===== src/verilog/nvp_pkg.sv =====
// package for the nonvolatile-memory security and protection configuration block
package nvp_pkg;
  // ****************************************************************
  // register map (byte offsets on the apb bus)
  // ****************************************************************
  localparam logic [7:0] OFF_OPTIONS = 8'h00;
  localparam logic [7:0] OFF_CONFIG = 8'h04;
  localparam logic [7:0] OFF_PROTECT = 8'h08;
  localparam logic [7:0] OFF_STATUS = 8'h0C;

  // ****************************************************************
  // field positions and reset values
  // ****************************************************************
  localparam int OPT_KEY_EN_BIT = 7;
  localparam int OPT_REDIR_DIS_BIT = 6;
  localparam int OPT_SECTOR_MODE_BIT = 5;
  localparam int CFG_PAGE_SEL_BIT = 6;
  localparam int CFG_KEY_CAPTURE_BIT = 5;
  localparam int STAT_GUARD_VIOL_BIT = 5;
  localparam logic [7:0] CFG_RESET = 8'h00;
  localparam logic [7:0] CFG_WRITE_MASK = 8'hE0;
  localparam logic [1:0] LOCK_OPEN = 2'h2;

  // ****************************************************************
  // key window and guard decoding
  // ****************************************************************
  localparam logic [15:0] KEY_WINDOW_BASE = 16'hFFB0;
  localparam logic [2:0] KEY_LAST_INDEX = 3'h7;
  localparam logic [5:0] FPS_NONE = 6'h3F;
  localparam logic [5:0] FPS_ALL_MAX = 6'h18;
  localparam logic [16:0] FLASH_TOP = 17'h1_0000;
  localparam logic [16:0] FLASH_STEP = 17'h0_0600;
  localparam logic [1:0] EPS_NONE = 2'h3;
  localparam logic [1:0] EPS_SMALL = 2'h2;
  localparam logic [1:0] EPS_MID = 2'h1;
  localparam logic [15:0] EE_START_SMALL = 16'h17F0;
  localparam logic [15:0] EE_START_MID = 16'h17E0;
  localparam logic [15:0] EE_START_ALL = 16'h17C0;
  localparam logic [15:0] EE_END = 16'h17FF;

  // ****************************************************************
  // types
  // ****************************************************************
  typedef enum logic [1:0] {
    NVP_CMD_PROGRAM = 2'h0,
    NVP_CMD_SECTOR_ERASE = 2'h1,
    NVP_CMD_MASS_ERASE = 2'h2,
    NVP_CMD_BLANK_CHECK = 2'h3
  } nvp_cmd_t;

  typedef struct packed {
    logic valid;
    logic write;
    logic debug;
    logic [15:0] addr;
    logic [7:0] data;
  } nvp_mem_req_t;

  typedef struct packed {
    logic valid;
    nvp_cmd_t code;
    logic [15:0] addr;
  } nvp_cmd_req_t;

  typedef struct packed {
    logic loaded;
    logic [7:0] options;
    logic [7:0] cfg;
    logic [7:0] protect;
    logic [63:0] key;
    logic guard_viol;
    logic [2:0] key_idx;
    logic key_ok;
    logic cmd_grant;
    logic cmd_refuse;
    logic flash_launch;
    logic [31:0] prdata;
    logic pslverr;
  } nvp_state_t;
endpackage


===== src/verilog/nvp_ctrl.sv =====
// security, page, key and protection control for flash and eeprom
`timescale 1ns/100ps

// Operation
// - key match cannot unlock while the key-enable option bit is zero
// - eight ascending key bytes matching stored key unlock until next reset
// - key bytes written by background debug never count
// - option bit 6 disables vector redirection when set
// - option bit 5 selects split 4-byte or whole 8-byte eeprom sectors
// - lock code reports unsecured only for value 1:0
// - while secure, debug accesses to memories are refused
// - lock code becomes 1:0 after key match or whole-flash blank pass
// - config bit 6 picks eeprom foreground page; other page inaccessible
// - config bit 5 makes key window writes key bytes, else command launch
// - protection register reloads from stored byte at every reset
// - protection always readable; firmware writes only keep or grow it
// - program or erase at protected address refused, violation flag set
// - mass erase refused while any sector is protected
// - background debug writes alter protection directly
// - eeprom guard field decodes to none, 0x17F0, 0x17E0 or 0x17C0 up
// - flash guard field steps 1.5K per code down; 0x18 and below all
// - options register loads from stored byte at reset only
// - violation flag cleared by writing one, unchanged by zero
module nvp_ctrl
  import nvp_pkg::*;
(
  // clock and reset
  input wire logic pclk,
  input wire logic presetn,
  // apb slave
  input wire logic psel,
  input wire logic penable,
  input wire logic pwrite,
  input wire logic [7:0] paddr,
  input wire logic [31:0] pwdata,
  input wire logic pdebug,
  output logic [31:0] prdata,
  output logic pready,
  output logic pslverr,
  // nonvolatile contents seen at reset
  input wire logic [7:0] stored_options_byte,
  input wire logic [7:0] stored_protection_byte,
  input wire logic [63:0] stored_unlock_key,
  // memory access requests
  input wire nvp_mem_req_t mem_req,
  output logic mem_deny,
  // program and erase commands
  input wire nvp_cmd_req_t cmd_req,
  input wire logic blank_all_pass,
  output logic cmd_grant,
  output logic cmd_refuse,
  output logic flash_launch,
  // configuration outputs
  output logic secure,
  output logic vector_redirect_disable,
  output logic eeprom_sector_mode,
  output logic eeprom_page_select
);
  // ****************************************************************
  // state
  // ****************************************************************
  localparam nvp_state_t STATE_RESET = '{
    loaded: 1'b0, options: 8'h00, cfg: CFG_RESET, protect: 8'hFF, key: 64'h0000_0000_0000_0000,
    guard_viol: 1'b0, key_idx: 3'h0, key_ok: 1'b1, cmd_grant: 1'b0, cmd_refuse: 1'b0,
    flash_launch: 1'b0, prdata: 32'h0000_0000, pslverr: 1'b0};

  nvp_state_t state_reg;
  nvp_state_t state_next;

  logic setup_phase;
  logic access_phase;
  logic addr_mapped;
  logic [1:0] eeprom_guard_select;
  logic [5:0] flash_guard_select;
  logic [16:0] flash_span;
  logic [16:0] flash_start;
  logic [15:0] ee_start;
  logic flash_guarded;
  logic ee_guarded;
  logic any_guarded;
  logic cmd_hits_guard;
  logic key_window_hit;
  logic key_byte_write;
  logic key_byte_match;
  logic [7:0] new_prot;
  logic prot_grows;

  // ****************************************************************
  // guard decoding
  // ****************************************************************
  assign eeprom_guard_select = state_reg.protect[7:6];
  assign flash_guard_select = state_reg.protect[5:0];
  assign flash_span = 17'(FPS_NONE - flash_guard_select) * FLASH_STEP;

  always_comb begin
    // codes at or below the all-protect threshold guard the whole space
    if (flash_guard_select <= FPS_ALL_MAX || flash_span >= FLASH_TOP) begin
      flash_start = 17'h0_0000;
    end else begin
      flash_start = FLASH_TOP - flash_span;
    end
    unique case (eeprom_guard_select)
      EPS_SMALL: ee_start = EE_START_SMALL;
      EPS_MID: ee_start = EE_START_MID;
      default: ee_start = EE_START_ALL;
    endcase
  end

  assign flash_guarded = (flash_guard_select != FPS_NONE) && ({1'b0, cmd_req.addr} >= flash_start);
  assign ee_guarded = (eeprom_guard_select != EPS_NONE) && (cmd_req.addr >= ee_start) && (cmd_req.addr <= EE_END);
  assign any_guarded = (flash_guard_select != FPS_NONE) || (eeprom_guard_select != EPS_NONE);
  assign cmd_hits_guard = (cmd_req.code == NVP_CMD_MASS_ERASE) ? any_guarded
    : (flash_guarded || ee_guarded);

  // ****************************************************************
  // key window
  // ****************************************************************
  assign key_window_hit = mem_req.valid && mem_req.write && (mem_req.addr[15:3] == KEY_WINDOW_BASE[15:3]);
  // debug writes and locked-off key enable never reach the comparator
  assign key_byte_write = key_window_hit && !mem_req.debug && secure
    && state_reg.options[OPT_KEY_EN_BIT] && state_reg.cfg[CFG_KEY_CAPTURE_BIT];
  assign key_byte_match = (mem_req.addr[2:0] == state_reg.key_idx)
    && (mem_req.data == state_reg.key[{state_reg.key_idx, 3'h0} +: 8]);

  // ****************************************************************
  // protection write check
  // ****************************************************************
  assign new_prot = pwdata[7:0];
  // lower codes guard more, so each field may only stay or fall
  assign prot_grows = (new_prot[7:6] <= eeprom_guard_select) && (new_prot[5:0] <= flash_guard_select);

  // ****************************************************************
  // apb decode
  // ****************************************************************
  assign setup_phase = psel && !penable;
  assign access_phase = psel && penable;
  assign addr_mapped = (paddr == OFF_OPTIONS) || (paddr == OFF_CONFIG)
    || (paddr == OFF_PROTECT) || (paddr == OFF_STATUS);

  // ****************************************************************
  // next state
  // ****************************************************************
  always_comb begin
    state_next = state_reg;
    state_next.cmd_grant = 1'b0;
    state_next.cmd_refuse = 1'b0;
    state_next.flash_launch = 1'b0;

    // straps are caught on the first edge after reset release
    if (!state_reg.loaded) begin
      state_next.loaded = 1'b1;
      state_next.options = stored_options_byte;
      state_next.protect = stored_protection_byte;
      state_next.key = stored_unlock_key;
    end else begin
      // register writes take effect at the access phase
      if (access_phase && pwrite) begin
        unique case (paddr)
          OFF_CONFIG: state_next.cfg = new_prot & CFG_WRITE_MASK;
          OFF_PROTECT: begin
            if (pdebug || prot_grows) begin
              state_next.protect = new_prot;
            end
          end
          default: ; // options writes are dropped
        endcase
      end
      if (access_phase && pwrite && paddr == OFF_STATUS && pwdata[STAT_GUARD_VIOL_BIT]) begin
        state_next.guard_viol = 1'b0;
      end

      // key comparison, ascending byte order
      if (key_byte_write) begin
        if (state_reg.key_idx == KEY_LAST_INDEX) begin
          if (state_reg.key_ok && key_byte_match) begin
            state_next.options[1:0] = LOCK_OPEN;
          end
          state_next.key_idx = 3'h0;
          state_next.key_ok = 1'b1;
        end else begin
          state_next.key_idx = state_reg.key_idx + 3'h1;
          state_next.key_ok = state_reg.key_ok && key_byte_match;
        end
      end

      if (blank_all_pass) begin
        state_next.options[1:0] = LOCK_OPEN;
      end

      // key window writes launch a command when capture is off
      if (key_window_hit && !state_reg.cfg[CFG_KEY_CAPTURE_BIT] && !mem_deny) begin
        state_next.flash_launch = 1'b1;
      end

      // program and erase commands against the guard ranges
      if (cmd_req.valid && cmd_req.code != NVP_CMD_BLANK_CHECK) begin
        if (cmd_hits_guard) begin
          state_next.cmd_refuse = 1'b1;
          state_next.guard_viol = 1'b1; // set wins over clear
        end else begin
          state_next.cmd_grant = 1'b1;
        end
      end else if (cmd_req.valid) begin
        state_next.cmd_grant = 1'b1;
      end
    end

    // read data is captured at setup so the access phase needs no wait
    if (setup_phase) begin
      state_next.pslverr = !addr_mapped;
      unique case (paddr)
        OFF_OPTIONS: state_next.prdata = {24'h00_0000, state_reg.options};
        OFF_CONFIG: state_next.prdata = {24'h00_0000, state_reg.cfg};
        OFF_PROTECT: state_next.prdata = {24'h00_0000, state_reg.protect};
        OFF_STATUS: state_next.prdata = 32'(state_reg.guard_viol) << STAT_GUARD_VIOL_BIT;
        default: state_next.prdata = 32'h0000_0000;
      endcase
    end
  end

  always_ff @(posedge pclk or negedge presetn) begin
    if (!presetn) begin
      state_reg <= STATE_RESET;
    end else begin
      state_reg <= state_next;
    end
  end

  // ****************************************************************
  // outputs
  // ****************************************************************
  assign prdata = state_reg.prdata;
  assign pready = 1'b1;
  assign pslverr = access_phase && state_reg.pslverr;
  // until the straps land the part counts as secure
  assign secure = !state_reg.loaded || (state_reg.options[1:0] != LOCK_OPEN);
  assign mem_deny = mem_req.valid && mem_req.debug && secure;
  assign cmd_grant = state_reg.cmd_grant;
  assign cmd_refuse = state_reg.cmd_refuse;
  assign flash_launch = state_reg.flash_launch;
  assign vector_redirect_disable = state_reg.options[OPT_REDIR_DIS_BIT];
  assign eeprom_sector_mode = state_reg.options[OPT_SECTOR_MODE_BIT];
  assign eeprom_page_select = state_reg.cfg[CFG_PAGE_SEL_BIT];
endmodule


===== config.mk =====
export PLATFORM = sky130hd
export DESIGN_NAME = nvp_ctrl
export DESIGN_NICKNAME = d
export VERILOG_FILES = /design/src/verilog/nvp_pkg.sv /design/src/verilog/nvp_ctrl.sv
export SDC_FILE = /design/constraint.sdc
export NUM_CORES = 1
export LEC_CHECK = 0
export BUFFER_PORTS_ARGS = -buffer_cell sky130_fd_sc_hd__buf_2
export CORE_MARGIN = 1
export CORE_UTILIZATION = 25
export DETAILED_ROUTE_END_ITERATION = 8
export GPL_TIMING_DRIVEN = 0
export PLACE_DENSITY = 0.42
export SLEW_MARGIN = 20
export SYNTH_ARGS = -nofsm -noshare
export SYNTH_HDL_FRONTEND = slang
export SYNTH_SLANG_ARGS = --single-unit

===== constraint.sdc =====
create_clock -name pclk -period 10.4 [get_ports pclk]
set_clock_uncertainty 0.1 [all_clocks]
set_input_delay 2.08 -clock pclk [delete_from_list [all_inputs] [get_ports pclk]]
set_output_delay 2.08 -clock pclk [all_outputs]
set_load 0.005 [all_outputs]

==> results.toml <==
[critical_path]
crit_start = "mem_req[24]"
setup.worst_path.start_class = "input pin"
regToRegEndpoint = "cmd_grant"
critical_path_arrival_ps = 2560
worstReg2RegStart = "flash_guard_select[0]"
cp_max_fanout = 2
r2r_setup_slack_ps = 6260
cp-end-kind = "output pin"
crit_slowest_cell = "and3_1"
critPathMaxStageDelay_ps = 220
path_common_cell = "buf_2"
path_class = "in -> out"
dominant_delay_contributor_by_cell_family_on_the_critical_path = "buffers and inverters"
cp.buffers_inverters = 2
critical_path.cell_chain = "buf_2 -> and3_1 -> buf_2"
reg2reg_depth = 16
worst_ep_required_time_ps = 8220

[placed_design]
port_buffers = 164
globalplace.congestion = 0.776
cells_after_dpl = 1045
detailedPlacementHpwl_um = 13800

[sta]
hold_violation_total_from_the_final_report = 0
finalMaxSlewViolations = 0
fmaxAchievable_ghz = 0.211
report.final.setup_viol = 0
final.min_clock_period_ps = 4740
timing_worst_slew_pin_value_ps = 882
setup-tns-final_ps = 0
finalCritPeriodShare = 0.455
max_slew_margin = 0.412
grt_setup_unrepaired = "false"

[drt]
routed_wirelength_um = 17300
post_drt_via_cell_ratio = 4.44
postRouteAntennaNets = 0
vias = 4722
wl_per_cell_um = 16.3
remaining_drc_errors = 0
dr.pass1.iters = 4
detailedRoute.firstIterationViolations = 124

[synthesis]
synth-main-ff-cell = "dfrtp_1"
synth_warnings = 0
synthDistinctLibCells = 59
syn-cell-area_um2 = 6070
synth_sequential_area_ratio = 0.418
post_synth.cell_area_avg_um2 = 11.3
ys_async_sr_fraction = 1.00
synthesis.instances = 537
synth_enable_flop_cells = 0
synth.ff_latch_count = 101

[power_and_ir_drop]
logic_gate_share_of_total_power = 0.206
internal-power_w = 0.000730
switching_power_w = 0.000279
peakVddDrop_mv = 0.0728
flop_pwr_share = 0.445
p_clk_frac = 0.349
total_leakage_power_nw = 3.58
power_density_nw_per_um2 = 131
netSwitchingFraction = 0.277

[floorplan]
core-area_um2 = 23600
ioPinCount = 215
initial_utilization = 0.257
rows = 56
floorplan.die.height_um = 158
die_area_um2 = 24900
die_x_um = 158

[cts]
tritoncts = "built"
worst_setup_hold_path_clk_slew_ps = 60
clk_latency_worst_skew_pair_ps = 350
cts_buffer_depth = 2
cts_made_buffers = 9
cts_setup_buffers = 0
cts_sinks = 101
cts_root_buffer = "clkbuf_16"
cts_repair_resize_count = 0
hold_buffers = 0
h-tree-depth = 3

[cells_and_area]
nNetsFinal = 945
largest_register_ff_count = 79
area_growth_pct = 27.4
finalCoreUtilization = 0.327
stdcell_count = 1064
final_layout_size_suffix_gt1_frac = 0.437

[grt]
grtUsageTotal = 0.143
overflow_left_after_global_routing = 0
first_pass_grt_wire_length_um = 26500
grt_antenna_before_repair = 7
via_count_of_the_first_global_routing_pass = 4920
grt_start_max_net_pins = 68

[worst_hold_path]
min_from = "prdata[5]"
hold_class = "reg -> reg"
worst_hold_path.num_cells = 2
hold_end = "prdata[5]"

[status]
outcome = "finished, final reports clean"

[run]
cap_violations = 0
==> area by class of cell <==
type                    count  area (um^2)
well taps                 319          399
flip-flops and latches    101         2540
clock inverters             5         66.3
fillers                  2471        15900
repair buffers            165          855
clock buffers              11          243
plain buffers              54          363
diodes                      3         7.51
multi-input cells         390         3200
inverters                  16         60.1
==> routing by layer <==
layer,share of wire,global-route usage,vias to the layer above
li1,-,-,2301
met2,0.47,0.243,151
met1,0.44,0.173,2245
met4,0.020,0.0430,4
met3,0.068,0.0427,21
met5,0.0018,0,-
==> metrics by stage <==
| stage | setup slack (ps) | hold WS (ps) | instance area, um^2 | power [W] |
|---|---|---|---|---|
| 3_5_place_dp | 5670 | 365 | 7410 | 0.000668 |
| 2_1_floorplan | 5980 | 340 | 6160 | 0.000582 |
| 4_1_cts | 5670 | 379 | 7720 | 0.00103 |
| 5_1_grt | 5670 | 397 | 7720 | 0.00107 |
| 6_report | 5660 | 379 | 7730 | 0.00101 |
| 3_3_place_gp | 5660 | 360 | 7380 | 0.000659 |
==> cell families after synthesis <==
logic type | share of synthesized area
AO/OA/AOI/OAI | 0.0920
XOR/XNOR | 0.0188
adder cells (fa/ha/maj) | 0.0734
buffers and inverters | 0.0697
flip-flops | 0.418
multiplexers | 0.220
other | 0.00124
AND/OR/NAND/NOR | 0.107
==> worst register-to-register path, cell delays in order, from the launching register on <==
cell and delay (ps):
dfstp_2 680, inv_1 90, ha_1 230, inv_1 80
fa_1 210, nor2b_1 70, o21a_1 200, o21a_1 200
nor3_1 510, nand3_1 180, ha_1 370, nand4_1 120
nor4_1 240, nand3_1 110, a31oi_1 250, o32ai_2 140
o211a_1 250
==> synth_stat cells (2+ instances only) <==
| library cell | n | area, um^2 |
|---|---|---|
| a211oi_1 | 3 | 22.5 |
| a21o_1 | 5 | 37.5 |
| a21oi_1 | 10 | 50.1 |
| a22oi_1 | 8 | 60.1 |
| a311oi_1 | 2 | 17.5 |
| a31oi_1 | 10 | 62.6 |
| and3_1 | 7 | 43.8 |
| buf_1 | 4 | 15.0 |
| buf_2 | 2 | 10.0 |
| buf_4 | 36 | 270 |
| buf_6 | 3 | 33.8 |
| clkbuf_1 | 9 | 33.8 |
| conb_1 | 2 | 7.51 |
| dfrtp_1 | 92 | 2300 |
| dfstp_2 | 9 | 236 |
| ha_1 | 34 | 425 |
| inv_1 | 16 | 60.1 |
| mux2_2 | 75 | 845 |
| mux2i_1 | 33 | 330 |
| mux4_2 | 7 | 158 |
| nand2_1 | 26 | 97.6 |
| nand2b_1 | 5 | 31.3 |
| nand3_1 | 20 | 100 |
| nand4_1 | 6 | 37.5 |
| nand4b_1 | 2 | 17.5 |
| nor2_1 | 20 | 75.1 |
| nor2b_1 | 7 | 43.8 |
| nor3_1 | 3 | 15.0 |
| nor4_1 | 4 | 25.0 |
| o211a_1 | 2 | 20.0 |
| o211ai_1 | 3 | 22.5 |
| o21a_1 | 7 | 52.6 |
| o21ai_0 | 14 | 70.1 |
| o21ai_1 | 9 | 45.0 |
| o22ai_1 | 4 | 25.0 |
| or2_2 | 2 | 12.5 |
| or3_1 | 3 | 18.8 |
| xnor2_1 | 8 | 70.1 |
| xor2_1 | 5 | 43.8 |
==> cells in the final DEF (no fill, tap or decap), drive strengths merged, types with 9 or more instances in the layout <==
cell and n:
dfstp 9, ha 34, dfrtp 92, buf 210, nand3 21, nand2 26
mux2i 33, nor2 20, a21oi 10, o21ai 23, inv 18, a31oi 10
clkbuf 20, mux2 75, conb 26
==> power by group through the flow <==
stage | Clock (W) | Combinational, W | Sequential, W
floorplan | 0 | 0.000134 | 0.000448
global placement | 0 | 0.000203 | 0.000456
detailed placement | 0 | 0.000210 | 0.000458
CTS | 0.000366 | 0.000212 | 0.000450
global route | 0.000382 | 0.000235 | 0.000454
finish | 0.000352 | 0.000208 | 0.000449
==> worst max path at each step <==
| stage | end | slack (ps) | depth (start not counted) |
|---|---|---|---|
| final | mem_deny | 5660 | 3 |
| after global routing | mem_deny | 5670 | 3 |
| after CTS | mem_deny | 5670 | 3 |
| after detailed placement | mem_deny | 5670 | 3 |
| after global placement | mem_deny | 5660 | 3 |
| after floorplan | mem_deny | 5980 | 1 |
No activity file was read; power rests on OpenSTA's default activity.
